[config.mk]
export PLATFORM = sky130hd
export DESIGN_NAME = mcuid_decoder
export DESIGN_NICKNAME = d
export VERILOG_FILES = /design/src/mcuid_pkg.sv /design/src/mcuid_cond.sv /design/src/mcuid_decoder.sv
export SDC_FILE = /design/constraint.sdc
export NUM_CORES = 1
export LEC_CHECK = 0
export ABC_AREA = 0
export BUFFER_PORTS_ARGS = -buffer_cell sky130_fd_sc_hd__buf_2
export CAP_MARGIN = 20
export CORE_AREA = 2 2 157 159
export DETAILED_ROUTE_END_ITERATION = 10
export DIE_AREA = 0 0 159 161
export SLEW_MARGIN = 20
export SYNTH_ARGS = -nofsm -noshare
export SYNTH_HDL_FRONTEND = slang
export SYNTH_SLANG_ARGS = --single-unit
export TNS_END_PERCENT = 1
[constraint.sdc]
create_clock -name mclk_i -period 3.9 [get_ports mclk_i]
set_input_delay 0.585 -clock mclk_i [delete_from_list [all_inputs] [get_ports mclk_i]]
set_output_delay 0.585 -clock mclk_i [all_outputs]
set_load 0.01 [all_outputs]
[src/mcuid_pkg.sv]
// mcuid_pkg: constants, types and encodings for the instruction decoder.
// assumes one 125 MHz core clock and a four-phase instruction cycle.
package mcuid_pkg;

	// four clock phases make one instruction cycle
	localparam int unsigned PHASES    = 4;
	localparam logic [1:0]  PH_LAST   = 2'h3;

	// register port map (word offsets)
	localparam logic [1:0]  REG_STATUS = 2'h0;
	localparam logic [1:0]  REG_BANK   = 2'h1;
	localparam logic [1:0]  REG_CTRL   = 2'h2;
	localparam logic [1:0]  REG_WORD   = 2'h3;

	// reset values
	localparam logic [7:0]  BANK_RST   = 8'h00;
	localparam logic        RUN_RST    = 1'b1;
	localparam logic        TO_RST     = 1'b1;
	localparam logic        PD_RST     = 1'b1;

	// access bank split and special file addresses (access bank offsets)
	localparam logic [7:0]  ACCESS_SPLIT = 8'h80;
	localparam logic [3:0]  ACCESS_HI_BANK = 4'hF;
	localparam logic [7:0]  PORT_FIRST = 8'h80;
	localparam logic [7:0]  PORT_LAST  = 8'h84;
	localparam logic [7:0]  TIMER_ZERO_ADDR = 8'hD6;

	// second-word prefix of two-word instructions
	localparam logic [3:0]  WORD2_PREFIX = 4'hF;

	// flag update mask bits {c, dc, z, ov, n}
	localparam logic [4:0]  FM_ALL  = 5'h1F;
	localparam logic [4:0]  FM_ZN   = 5'h05;
	localparam logic [4:0]  FM_CZN  = 5'h15;
	localparam logic [4:0]  FM_Z    = 5'h04;
	localparam logic [4:0]  FM_C    = 5'h10;
	localparam logic [4:0]  FM_NONE = 5'h00;

	typedef enum logic [4:0] {
		OP_NOP, OP_BYTE, OP_BIT, OP_LIT, OP_BRA_COND, OP_BRA_REL,
		OP_CALL_REL, OP_GOTO, OP_CALL, OP_MOVE_FF, OP_RETURN, OP_INTERRUPT_RETURN,
		OP_LITERAL_RETURN, OP_TBL_RD, OP_TBL_WR, OP_SLEEP, OP_CLRWDT, OP_BANKLIT,
		OP_MULLIT, OP_RESET, OP_PUSH, OP_POP, OP_DAW, OP_LFSR
	} mcuid_op_t;

	// gray codes along exec -> word2 -> flush -> table write hold
	typedef enum logic [1:0] {
		ST_EXEC  = 2'b00,
		ST_WORD2 = 2'b01,
		ST_FLUSH = 2'b11,
		ST_TBLW  = 2'b10
	} mcuid_state_t;

	typedef struct packed {
		logic c;
		logic dc;
		logic z;
		logic ov;
		logic n;
	} mcuid_flags_t;

	typedef struct packed {
		mcuid_op_t   op;
		logic [7:0]  alu_opcode;
		logic        dest_file;
		logic [11:0] file_addr;
		logic [11:0] dst_addr;
		logic [2:0]  bit_pos;
		logic [7:0]  literal;
		logic [19:0] target;
		logic [10:0] rel_offset;
		logic        branch_taken;
		logic        skip_test;
		logic        fast;
		logic [1:0]  tbl_mode;
		logic [4:0]  flag_mask;
		logic        use_pins;
		logic        clr_prescaler;
		logic        working_register_load;
		logic        irq_enable_set;
	} mcuid_ctrl_t;

endpackage

[src/mcuid_cond.sv]
// mcuid_cond: branch condition test and status flag update mask.
// purely combinational; inputs come from the same clock domain.
`timescale 1ns/10ps
module mcuid_cond
	import mcuid_pkg::*;
(
	input  wire logic [15:0]  word_i,
	input  wire mcuid_flags_t flags_i,
	output logic              cond_true_o,
	output logic [4:0]        flag_mask_o
);

	// condition select: z, nz, c, nc, ov, nov, n, nn
	always_comb begin
		unique case (word_i[10:8])
			3'h0: cond_true_o = flags_i.z;
			3'h1: cond_true_o = !flags_i.z;
			3'h2: cond_true_o = flags_i.c;
			3'h3: cond_true_o = !flags_i.c;
			3'h4: cond_true_o = flags_i.ov;
			3'h5: cond_true_o = !flags_i.ov;
			3'h6: cond_true_o = flags_i.n;
			3'h7: cond_true_o = !flags_i.n;
		endcase
	end

	// which flags an instruction may update
	always_comb begin
		flag_mask_o = FM_NONE;
		casez (word_i[15:8])
			8'b0010_00??: flag_mask_o = FM_ALL;
			8'b0101_10??: flag_mask_o = FM_ALL;
			8'b0010_01??, 8'b0000_01??, 8'b0010_10??, 8'b0110_110?,
			8'b0101_01??, 8'b0101_11??, 8'h0F, 8'h08:
				flag_mask_o = FM_ALL;
			8'b0001_01??, 8'b0001_11??, 8'b0001_00??, 8'b0101_00??,
			8'b0100_01??, 8'b0100_00??, 8'b0001_10??, 8'h0B, 8'h09,
			8'h0A:
				flag_mask_o = FM_ZN;
			8'b0011_01??, 8'b0011_00??:
				flag_mask_o = FM_CZN;
			8'b0110_101?:
				flag_mask_o = FM_Z;
			8'h0D: flag_mask_o = FM_NONE;
			8'h00: flag_mask_o = (word_i[7:0] == 8'h07) ? FM_C : FM_NONE;
			default: flag_mask_o = FM_NONE;
		endcase
	end

endmodule

[src/mcuid_decoder.sv]
// mcuid_decoder: instruction decoder of an 8-bit core with 16-bit words.
// assumes program memory holds the next word stable on word_i until
// word_take_o, and the alu reports skip tests in the executing cycle.
//
// The address-and-strobe port and the address map were chosen for this implementation.
`timescale 1ns/10ps

// Function
// - byte ops: d=0 writes working register, d=1 writes the file.
// - a=0 forces access bank, a=1 lets bank select choose.
// - byte and bit ops carry 8-bit file address in low byte.
// - file move: 12-bit source, second word 1111 plus 12-bit dest.
// - bit ops select the bit by a 3-bit position field.
// - literal ops take an 8-bit immediate from the low byte.
// - goto/call: 20-bit target split over two words, call fast bit.
// - conditional branch 1110 0ccc, 8-bit signed offset, eight tests.
// - taken test or program counter change adds one nop cycle.
// - lone second word with 1111 prefix executes as nop.
// - read-modify-write of a port uses pin levels, not latch; use_pins is set only for a=0 access, not a=1 with bank F.
// - writing timer zero count clears its prescaler if assigned; clr_prescaler is set only for byte and bit ops with a=0, not file moves.
// - started table write holds until the memory write ends.
// - standby 0x0003, one cycle, updates timeout and powerdown flags.
// - interrupt return 0x001s, two cycles, re-enables interrupts.
// - literal return 0x0C kk loads working register, two cycles.
// - table reads two cycles, low nibbles 8..B pick pointer mode.
// - table writes low nibbles C..F pick pointer mode, at least two cycles, more while the memory write is busy.
// - table ops use 21-bit pointer and 8-bit latch.
// - bank literal load sets low four bank bits, no flags.
// - add with carry 0010 00da updates all five flags.
// - subtract with borrow 0101 10da updates all five flags.
// - fast bit moves registers through shadows; zero means none.
// - one instruction cycle is four clock phases.
module mcuid_decoder
	import mcuid_pkg::*;
(
	input  wire logic         mclk_i,
	input  wire logic         resetn_i,
	input  wire logic [15:0]  word_i,
	input  wire mcuid_flags_t flags_i,
	input  wire logic         skip_true_i,
	input  wire logic         prescaler_assigned_i,
	input  wire logic         tbl_write_busy_i,
	input  wire logic [1:0]   reg_addr_i,
	input  wire logic [15:0]  reg_wdata_i,
	input  wire logic         reg_wr_i,
	input  wire logic         reg_rd_i,
	output logic [15:0]       reg_rdata_o,
	output mcuid_ctrl_t       ctrl_o,
	output logic [1:0]        phase_o,
	output logic              word_take_o,
	output logic [7:0]        bank_select_reg_o,
	output logic              timeout_flag_o,
	output logic              powerdown_flag_o,
	output logic              tbl_ptr_step_o,
	output logic              tbl_write_active_o
);

	typedef struct packed {
		logic [1:0]   ph;
		mcuid_state_t st;
		mcuid_ctrl_t  ctrl;
		logic [15:0]  word1;
		logic [15:0]  last_word;
		logic [7:0]   bank;
		logic         run;
		logic         to;
		logic         pd;
		logic         take;
		logic         tbl_step;
		logic         tbl_active;
		logic [15:0]  rdata;
	} mcuid_regs_t;

	mcuid_regs_t s_q;
	mcuid_regs_t s_d;

	logic       cond_true;
	logic [4:0] flag_mask;

	mcuid_cond u_cond (
		.word_i      (word_i),
		.flags_i     (flags_i),
		.cond_true_o (cond_true),
		.flag_mask_o (flag_mask)
	);

	// full data address from access bit, file byte and bank register
	function automatic logic [11:0] data_addr(input logic a,
		input logic [7:0] f, input logic [7:0] bank);
		logic [3:0] b;
		b = (f < ACCESS_SPLIT) ? 4'h0 : ACCESS_HI_BANK;
		if (a) begin
			b = bank[3:0];
		end
		return {b, f};
	endfunction

	function automatic logic is_port(input logic a, input logic [7:0] f);
		return !a && (f >= PORT_FIRST) && (f <= PORT_LAST);
	endfunction

	function automatic logic is_timer(input logic a, input logic [7:0] f);
		return !a && (f == TIMER_ZERO_ADDR);
	endfunction

	function automatic mcuid_ctrl_t nop_ctrl();
		mcuid_ctrl_t c;
		c = '0;
		c.op = OP_NOP;
		return c;
	endfunction

	mcuid_ctrl_t dec;
	mcuid_state_t dec_next;
	logic dec_two_word;

	// single-word decode of the word on word_i
	always_comb begin
		dec = nop_ctrl();
		dec_next = ST_EXEC;
		dec_two_word = 1'b0;
		dec.alu_opcode = word_i[15:8];
		dec.flag_mask = flag_mask;
		dec.literal = word_i[7:0];
		casez (word_i)
			16'h0003: dec.op = OP_SLEEP;
			16'h0004: dec.op = OP_CLRWDT;
			16'h0005: dec.op = OP_PUSH;
			16'h0006: dec.op = OP_POP;
			16'h0007: dec.op = OP_DAW;
			16'b0000_0000_0000_1???: begin
				// bit 2 picks write, bits 1:0 the pointer mode
				dec.op = word_i[2] ? OP_TBL_WR : OP_TBL_RD;
				dec.tbl_mode = word_i[1:0];
				dec_next = word_i[2] ? ST_TBLW : ST_FLUSH;
			end
			16'b0000_0000_0001_000?: begin
				dec.op = OP_INTERRUPT_RETURN;
				dec.fast = word_i[0];
				dec.irq_enable_set = 1'b1;
				dec_next = ST_FLUSH;
			end
			16'b0000_0000_0001_001?: begin
				dec.op = OP_RETURN;
				dec.fast = word_i[0];
				dec_next = ST_FLUSH;
			end
			16'h00FF: dec.op = OP_RESET;
			16'b0000_0001_0000_????: begin
				dec.op = OP_BANKLIT;
				dec.flag_mask = FM_NONE;
			end
			16'b0000_1100_????_????: begin
				dec.op = OP_LITERAL_RETURN;
				dec.working_register_load = 1'b1;
				dec_next = ST_FLUSH;
			end
			16'b0000_1101_????_????: dec.op = OP_MULLIT;
			16'b0000_1???_????_????: begin
				// 0x0C and 0x0D are caught above; the rest are plain literals
				dec.op = OP_LIT;
			end
			16'b0000_001?_????_????, 16'b0000_01??_????_????,
			16'b0001_????_????_????, 16'b0010_????_????_????,
			16'b0011_????_????_????, 16'b0100_????_????_????,
			16'b0101_????_????_????, 16'b0110_????_????_????: begin
				dec.op = OP_BYTE;
				dec.file_addr = data_addr(word_i[8], word_i[7:0],
					s_q.bank);
				if (word_i[15:12] == 4'h6) begin
					dec.dest_file = word_i[11];
				end else if (word_i[15:9] == 7'b0000_001) begin
					dec.dest_file = 1'b0;
				end else begin
					dec.dest_file = word_i[9];
				end
				dec.skip_test = (word_i[15:11] == 5'b01100) ||
					(word_i[15:10] == 6'b001011) ||
					(word_i[15:10] == 6'b001111) ||
					(word_i[15:11] == 5'b01001);
			end
			16'b0111_????_????_????, 16'b1000_????_????_????,
			16'b1001_????_????_????, 16'b1010_????_????_????,
			16'b1011_????_????_????: begin
				dec.op = OP_BIT;
				dec.bit_pos = word_i[11:9];
				dec.file_addr = data_addr(word_i[8], word_i[7:0],
					s_q.bank);
				dec.skip_test = (word_i[15:13] == 3'b101);
				dec.dest_file = !dec.skip_test;
			end
			16'b1100_????_????_????,
			16'b1110_110?_????_????,
			16'b1110_1110_00??_????,
			16'b1110_1111_????_????: begin
				// first of two words; nothing executes until the second
				dec_two_word = 1'b1;
				dec_next = ST_WORD2;
			end
			16'b1101_????_????_????: begin
				dec.op = word_i[11] ? OP_CALL_REL : OP_BRA_REL;
				dec.rel_offset = word_i[10:0];
				dec.branch_taken = 1'b1;
				dec_next = ST_FLUSH;
			end
			16'b1110_0???_????_????: begin
				dec.op = OP_BRA_COND;
				dec.rel_offset = {{3{word_i[7]}}, word_i[7:0]};
				dec.branch_taken = cond_true;
				dec_next = cond_true ? ST_FLUSH : ST_EXEC;
			end
			16'b1111_????_????_????: dec.op = OP_NOP;
			default: dec.op = OP_NOP;
		endcase
		// port read-modify-write and timer zero writes
		if ((dec.op == OP_BYTE || dec.op == OP_BIT) && dec.dest_file) begin
			dec.use_pins = is_port(word_i[8], word_i[7:0]);
			dec.clr_prescaler = prescaler_assigned_i &&
				is_timer(word_i[8], word_i[7:0]);
		end
	end

	// completion of a two-word instruction from the held first word
	function automatic mcuid_ctrl_t join_words(input logic [15:0] w1,
		input logic [15:0] w2);
		mcuid_ctrl_t c;
		c = nop_ctrl();
		c.alu_opcode = w1[15:8];
		if (w2[15:12] == WORD2_PREFIX) begin
			if (w1[15:12] == 4'hC) begin
				c.op = OP_MOVE_FF;
				c.file_addr = w1[11:0];
				c.dst_addr = w2[11:0];
			end else if (w1[11:8] == 4'hF) begin
				c.op = OP_GOTO;
				c.target = {w2[11:0], w1[7:0]};
				c.branch_taken = 1'b1;
			end else if (w1[11:9] == 3'b110) begin
				c.op = OP_CALL;
				c.target = {w2[11:0], w1[7:0]};
				c.fast = w1[8];
				c.branch_taken = 1'b1;
			end else begin
				c.op = OP_LFSR;
				c.file_addr = {10'h000, w1[5:4]};
				c.target = {8'h00, w1[3:0], w2[7:0]};
			end
		end
		return c;
	endfunction

	// one register image; the instruction boundary is the last phase
	always_comb begin
		s_d = s_q;
		s_d.ph = s_q.ph + 2'h1;
		s_d.take = 1'b0;
		s_d.tbl_step = 1'b0;
		s_d.rdata = 16'h0000;
		if (reg_wr_i) begin
			if (reg_addr_i == REG_BANK) begin
				s_d.bank = {4'h0, reg_wdata_i[3:0]};
			end
			if (reg_addr_i == REG_CTRL) begin
				s_d.run = reg_wdata_i[0];
			end
		end
		if (s_q.ph == PH_LAST) begin
			s_d.ctrl = nop_ctrl();
			unique case (s_q.st)
				ST_EXEC: begin
					if (s_q.ctrl.skip_test && skip_true_i) begin
						// skipped word is dropped as the one nop cycle
						s_d.st = ST_EXEC;
						s_d.take = 1'b1;
					end else if (s_q.run) begin
						s_d.take = 1'b1;
						s_d.last_word = word_i;
						s_d.st = dec_next;
						if (dec_two_word) begin
							s_d.word1 = word_i;
						end else begin
							s_d.ctrl = dec;
						end
						if (dec.op == OP_BANKLIT) begin
							s_d.bank = {4'h0, word_i[3:0]};
						end
						if (dec.op == OP_SLEEP) begin
							s_d.to = 1'b1;
							s_d.pd = 1'b0;
						end
						if (dec.op == OP_CLRWDT) begin
							s_d.to = 1'b1;
							s_d.pd = 1'b1;
						end
						if (dec.op == OP_TBL_RD || dec.op == OP_TBL_WR) begin
							s_d.tbl_step = 1'b1;
							s_d.tbl_active = (dec.op == OP_TBL_WR);
						end
					end
				end
				ST_WORD2: begin
					s_d.take = 1'b1;
					s_d.last_word = word_i;
					s_d.ctrl = join_words(s_q.word1, word_i);
					s_d.st = ST_EXEC;
				end
				ST_FLUSH: begin
					s_d.st = ST_EXEC;
				end
				ST_TBLW: begin
					// memory write keeps the core stalled until it ends
					if (!tbl_write_busy_i) begin
						s_d.st = ST_EXEC;
						s_d.tbl_active = 1'b0;
					end
				end
			endcase
		end
		if (reg_rd_i) begin
			unique case (reg_addr_i)
				REG_STATUS: s_d.rdata = {11'h000, s_q.tbl_active, s_q.pd,
					s_q.to, s_q.st};
				REG_BANK:   s_d.rdata = {8'h00, s_q.bank};
				REG_CTRL:   s_d.rdata = {15'h0000, s_q.run};
				REG_WORD:   s_d.rdata = s_q.last_word;
			endcase
		end
	end

	always_ff @(posedge mclk_i or negedge resetn_i) begin
		if (!resetn_i) begin
			s_q <= '0;
			s_q.ctrl.op <= OP_NOP;
			s_q.st <= ST_EXEC;
			s_q.bank <= BANK_RST;
			s_q.run <= RUN_RST;
			s_q.to <= TO_RST;
			s_q.pd <= PD_RST;
		end else begin
			s_q <= s_d;
		end
	end

	assign reg_rdata_o        = s_q.rdata;
	assign ctrl_o             = s_q.ctrl;
	assign phase_o            = s_q.ph;
	assign word_take_o        = s_q.take;
	assign bank_select_reg_o  = s_q.bank;
	assign timeout_flag_o     = s_q.to;
	assign powerdown_flag_o   = s_q.pd;
	assign tbl_ptr_step_o     = s_q.tbl_step;
	assign tbl_write_active_o = s_q.tbl_active;

endmodule

# Yosys cells after proc, flatten, opt, wreduce, memory -nomap -nowiden
# Cells that the tools add are included.
dict set report totals {
  ram_bits 0
  latch_bits 0
  out_inout_bits 125
  in_bits 46
  memories 0
  romBits 0
  register_bits 160
}
dict set report classes {
  n_reduce_logical 41
  muxes 80
  n_eq_ne 91
  n_shift 0
  mul 0
  n_addsub 1
  bitwise 1
  magnitude_cmp 3
  div_mod_pow 0
}
# op n
set ops {}
lappend ops {{case mux 94 bit (2 select lines)} 1}
lappend ops {{2-to-1 mux 136 bit} 1}
lappend ops {{2-to-1 mux 134 bit} 1}
lappend ops {{2-to-1 mux 94 bit} 1}
lappend ops {{2-to-1 mux 20 bit} 4}
lappend ops {{equality test 16 x 3 -> 1 bit, second input constant} 4}
lappend ops {{case mux 16 bit (4 select lines)} 1}
lappend ops {{case mux 5 bit (12 select lines)} 1}
lappend ops {{equality test 8 x 4 -> 1 bit, second input constant} 7}
lappend ops {{equality test 6 x 4 -> 1 bit, second input constant} 7}
lappend ops {{equality test 4 bit, second input constant} 9}
lappend ops {{equality test 6 x 5 -> 1 bit, second input constant} 6}
lappend ops {{2-to-1 mux 12 bit} 3}
lappend ops {{2-to-1 mux 5 bit} 7}
lappend ops {{2-to-1 mux 16 bit} 2}
lappend ops {{2-to-1 mux 8 bit} 4}
lappend ops {{case mux 16 bit (2 select lines)} 1}
lappend ops {{equality test 15 x 4 -> 1 bit, second input constant} 2}
lappend ops {{2-to-1 mux 2 bit} 13}
lappend ops {{case mux 13 bit (2 select lines)} 1}
lappend ops {{equality test 5 x 4 -> 1 bit, second input constant} 5}
lappend ops {{case mux 5 bit (5 select lines)} 1}
lappend ops {{equality test 6 x 3 -> 1 bit, second input constant} 4}
lappend ops {{2-to-1 mux 24 bit} 1}
lappend ops {{58 further kinds} 130}

# Logic depth before layout (Yosys ltp)
dict set report logic_depth {
  depth_word 13
  mapped_depth 9
  depth_no_buf 7
}

# Hierarchy
# From an unflattened synthesis, not the netlist that was laid out.
dict set report unflattened {
  cells_unflattened 862
  hier_area_um2 8511.9
}
# module cells_per_inst area_each_um2 seq_area_each_um2 n_inst
set modules_own_cells {}
lappend modules_own_cells {mcuid_decoder 815 8164.1 3981.3 1}
lappend modules_own_cells {mcuid_cond 47 347.8 0.0 1}

# Worst setup path after synthesis
# Ideal clock, no wire load.
dict set report synth_path {
  kind {in2reg}
  from {input port word_i[13]}
  to {register s_q, in the netlist bank_select_reg_o[0]}
  slack_ns 1.297
  arrival_ns 2.477
  path_stages 8
  n_path_buf 2
  cell_sequence {buf_6 > or4_4 > or3_1 > buf_6 > nor4_1 > nor2_1 > nand4b_4 > mux2_4}
}
# element line
set synth_rtl {}
lappend synth_rtl {{start, declared} mcuid_decoder.sv:38} ;# input wire logic [15:0] word_i,
lappend synth_rtl {{end, declared} mcuid_decoder.sv:74} ;# mcuid_regs_t s_q;

# Worst setup path after layout
dict set report layout_path {
  from {register s_q[21] in the netlist's numbering}
  to {register s_q, in the netlist ctrl_o[54]}
}
dict set report layout_between {
  elab_chain_cells 3
}
# element line
set layout_rtl {}
lappend layout_rtl {{2-to-1 mux 136 bit} mcuid_decoder.sv:275} ;# end else if (s_q.run) begin
lappend layout_rtl {{2-to-1 mux 134 bit} mcuid_decoder.sv:271} ;# if (s_q.ctrl.skip_test && skip_true_i) begin
lappend layout_rtl {{case mux 94 bit (2 select lines)} mcuid_decoder.sv:269} ;# unique case (s_q.st)
# No other way between the ends. The select of a mux whose other input is x is not followed.
# A chain may end at the register's enable or synchronous reset.

==> metrics.md <==
| Metric | Value |
|---|---|
| Status | complete, no violations |
| DR WL/cell | about 21 microns |
| Worst EP required | around 4.2 ns |
| Grt met1 use | around a quarter |
| Synth Area in XOR/XNOR | less than 1% |
| CP max FO | 13 |
| Simple-gate portion of the synthesized area | approximately 14% |
| Yosys warns | 0 |
| Compound-gate portion of the synthesized area | between 15 and 20% |
| Post-route ant nets | 0 |
| Reg2Reg Depth | 7 |
| Htree depth | 4 |
| Worst reg2reg endpoint | ctrl_o[54]$_DFFE_PN0P_ |
| Post-detail-place hpwl | 16.6 mm |
| Final Hold Viols | 0 |
| Hold Crit Class | in2async |
| Main synth FF type | dfrtp_1 |
| CTS tree | yes |
| Period utilization | 70.4% |
| Post-synth EDFFs | 0 |
| MaxCap Viol Count | 0 |
| FMAX | between 300 and 400 MHz |
| Hold_buf cts | 0 |
| DIE HEIGHT | between 150 and 200 microns |
| Inserted Clock Buffers | 17 |
| Synthesized Nets | 842 |
| Reg2Reg Setup Slack | roughly 1.2 ns |
| Final setup skew | roughly 0.013 ns |
| Largest net degree at the start of global routing | between 90 and 100 |
| Die ar. | 25600 sq um |
| Pins Over Slew Limit | 0 |
| Buffers inserted by post-CTS timing repair | 0 |
| Crit Path Class | reg2reg |
| Non-filler cells, final | around 1200 |
| Met2 Track Usage GR | 28.5% |
| Crit end category | register |
| Leakage | approximately 4.4 nW |
| Register area share after synthesis | approximately 48% |
| # IOs | between 150 and 200 |
| Root buffer cell | clkbuf_16 |
| Commonest non-fill, non-tap cell in the layout | dfrtp_1 |
| RSZ-0062 raised after global routing | false |
| CORE AREA | ~24000 sq um |
| Clock latency on the worst-skew pair | about 0.43 ns |
| Number of inserted diodes | 0 |
| Cell taking the most area after synthesis | dfrtp_1 |
| Async set-reset flop share out of synthesis | 100% |
| Overall Global Routing Usage | 18.7% |
| Power per Cell Area | roughly 440 nW/um^2 |
| Total grt overflow | 0 |
| DRC Markers | 0 |
| Mux cell area share after synthesis | 5.85% |
| Synth area leaders | dfrtp_1 (47%), buf_4 (11%), o2bb2ai_1 (4.5%), mux2_2 (3.7%), nand2_1 (2.9%) |
| Total Routed Length | between 20 and 25 mm |
| Startpoint types | register |
| Router iterations before antenna repair | 5 |
| Placed cell count | 1121 |
| Starting density of the core | approximately a third |
| Worst r2r src | s_q[21]$_DFFE_PN1P_ |
| Port Buffer Count | 156 |
| Post-CTS sizing | 0 |
| Syn Area/Cell | between 10 and 15 sq um |
| Most Crowded Layer GR | met2 |
| Synth Cell Area | 8280 sq um |
| Initial antenna violation count | 2 |
| GP Congestion | roughly 0.9 |
| Largest family of logic cells by synthesized area | compound AO/OA/AOI/OAI gates |
| Met3 usage in global routing | under 10% |
| Clock Path Buffers | 2 |
| Via Count | 5949 |
| Most frequent cells in the layout | dfrtp_1 (156), buf_2 (155), nand2_1 (63) |
| Row count | 57 |
| Post-synth top area share | 47.2% |
| Setup TNS | 0 ns |
| Area Growth Syn to Fin | 9.87% |
| Max transition margin | a little over a third |
| Drt first-iter violations | 501 |
| Nets | between 800 and 900 |
| Adder-cell share of the synthesized area | less than 1% |
| Worst-margin pin slew | 0.977 ns |
| Clock sink count | ~160 |
| Worst VDD drop | between 0.2 and 0.25 mV |
| Post-Synthesis Cells | slightly below 800 |
| Layout cells sized above 1 | 30.3% |
| Vias per cell | around 5.2 |
| Die width | about 160 microns |
| Worst-path clk slew | approximately 0.07 ns |
| Yosys reg bits | roughly 160 |
| Setup violators final | 0 |
| Worst EP arrival | approximately 3 ns |
| First-pass GRT wire length | about 37 mm |
| Final min period | approximately 2.7 ns |
| Vias in the first global route | a little under 6000 |
| Yosys cell types | 76 |
[through the flow]
| stage | setup slack [ns] | hold WS (ns) | instance area (sq um) | util (%) | total power (W) |
|---|---|---|---|---|---|
| 2_1_floorplan | 1.30 | 0.289 | 8280 | - | 0.00220 |
| 3_3_place_gp | 0.882 | 0.434 | 8490 | 35.4 | 0.00233 |
| 3_5_place_dp | 0.877 | 0.445 | 8490 | 35.4 | 0.00234 |
| 4_1_cts | 1.22 | 0.192 | 9100 | 38.0 | 0.00409 |
| 5_1_grt | 1.07 | 0.207 | 9100 | 38.0 | 0.00422 |
| 6_report | 1.15 | 0.157 | 9100 | 38.0 | 0.00404 |
[cell usage after synthesis (14+ instances only)]
cell type  number
dfrtp_1       156
buf_4         121
nand2_1        63
clkbuf_1       43
o2bb2ai_1      43
nor2_1         39
mux2_2         27
a21oi_1        21
o21ai_0        21
a22oi_1        19
nor2b_1        17
a22o_1         16
a221o_1        14
and2_1         14
inv_1          14
[per-layer routing]
metal / routed length [microns] / vias up
met4: 180 / 2
met3: 1670 / 14
li1: - / 2782
met1: 11200 / 2963
met2: 10800 / 188
met5: 13 / -
[registers in the layout (all words and copies together) (netlist names)]
signal and count:
tbl_write_active_o 1, tbl_ptr_step_o 1, reg_rdata_o 16, powerdown_flag_o 1, phase_o 2, s_q 35
word_take_o 1, bank_select_reg_o 8, ctrl_o 93
[power by group]
group          switching (W)  internal, W  total (W)
combinational       0.000258     0.000193   0.000451
clock               0.000706      0.00103    0.00174
sequential         0.0000858      0.00177    0.00186
[how the worst max path moves through the flow]
| stage | start | to | slack, ns | cells past startpoint |
|---|---|---|---|---|
| CTS | s_q[21]$_DFFE_PN1P_ | ctrl_o[54]$_DFFE_PN0P_ | 1.22 | 7 |
| global route | s_q[21]$_DFFE_PN1P_ | ctrl_o[54]$_DFFE_PN0P_ | 1.07 | 7 |
| finish | s_q[21]$_DFFE_PN1P_ | ctrl_o[54]$_DFFE_PN0P_ | 1.15 | 7 |
| detailed placement | word_i[13] | bank_select_reg_o[0]$_DFF_PN0_ | 0.88 | 7 |
| global placement | word_i[5] | bank_select_reg_o[0]$_DFF_PN0_ | 0.88 | 7 |
| floorplan | word_i[13] | bank_select_reg_o[0]$_DFF_PN0_ | 1.30 | 8 |
[logic make-up after synthesis]
group | Yosys count
compound gates | 192
xor+xnor | 4
fa+ha+maj | 1
buf+inv | 186
flops | 158
mux | 41
other cells | 1
simple gates | 212
[cell type report]
| cell class | count | area, sq um |
|---|---|---|
| multi-input cells | 451 | 3140 |
| clock buffers | 20 | 447 |
| fillers | 2462 | 14900 |
| repair buffers | 174 | 935 |
| well taps | 324 | 405 |
| inverters | 14 | 52.6 |
| flip-flops and latches | 158 | 3960 |
| clock inverters | 12 | 158 |
[critical path, stage by stage (launching register included)]
cell,delay (ns)
dfstp_2,0.56
a21bo_2,0.27
nor2_1,0.32
nand2_1,0.26
nor2_1,0.46
buf_4,0.33
nand2b_1,0.19
o32ai_1,0.25
Power figures use the tool's default switching activity.
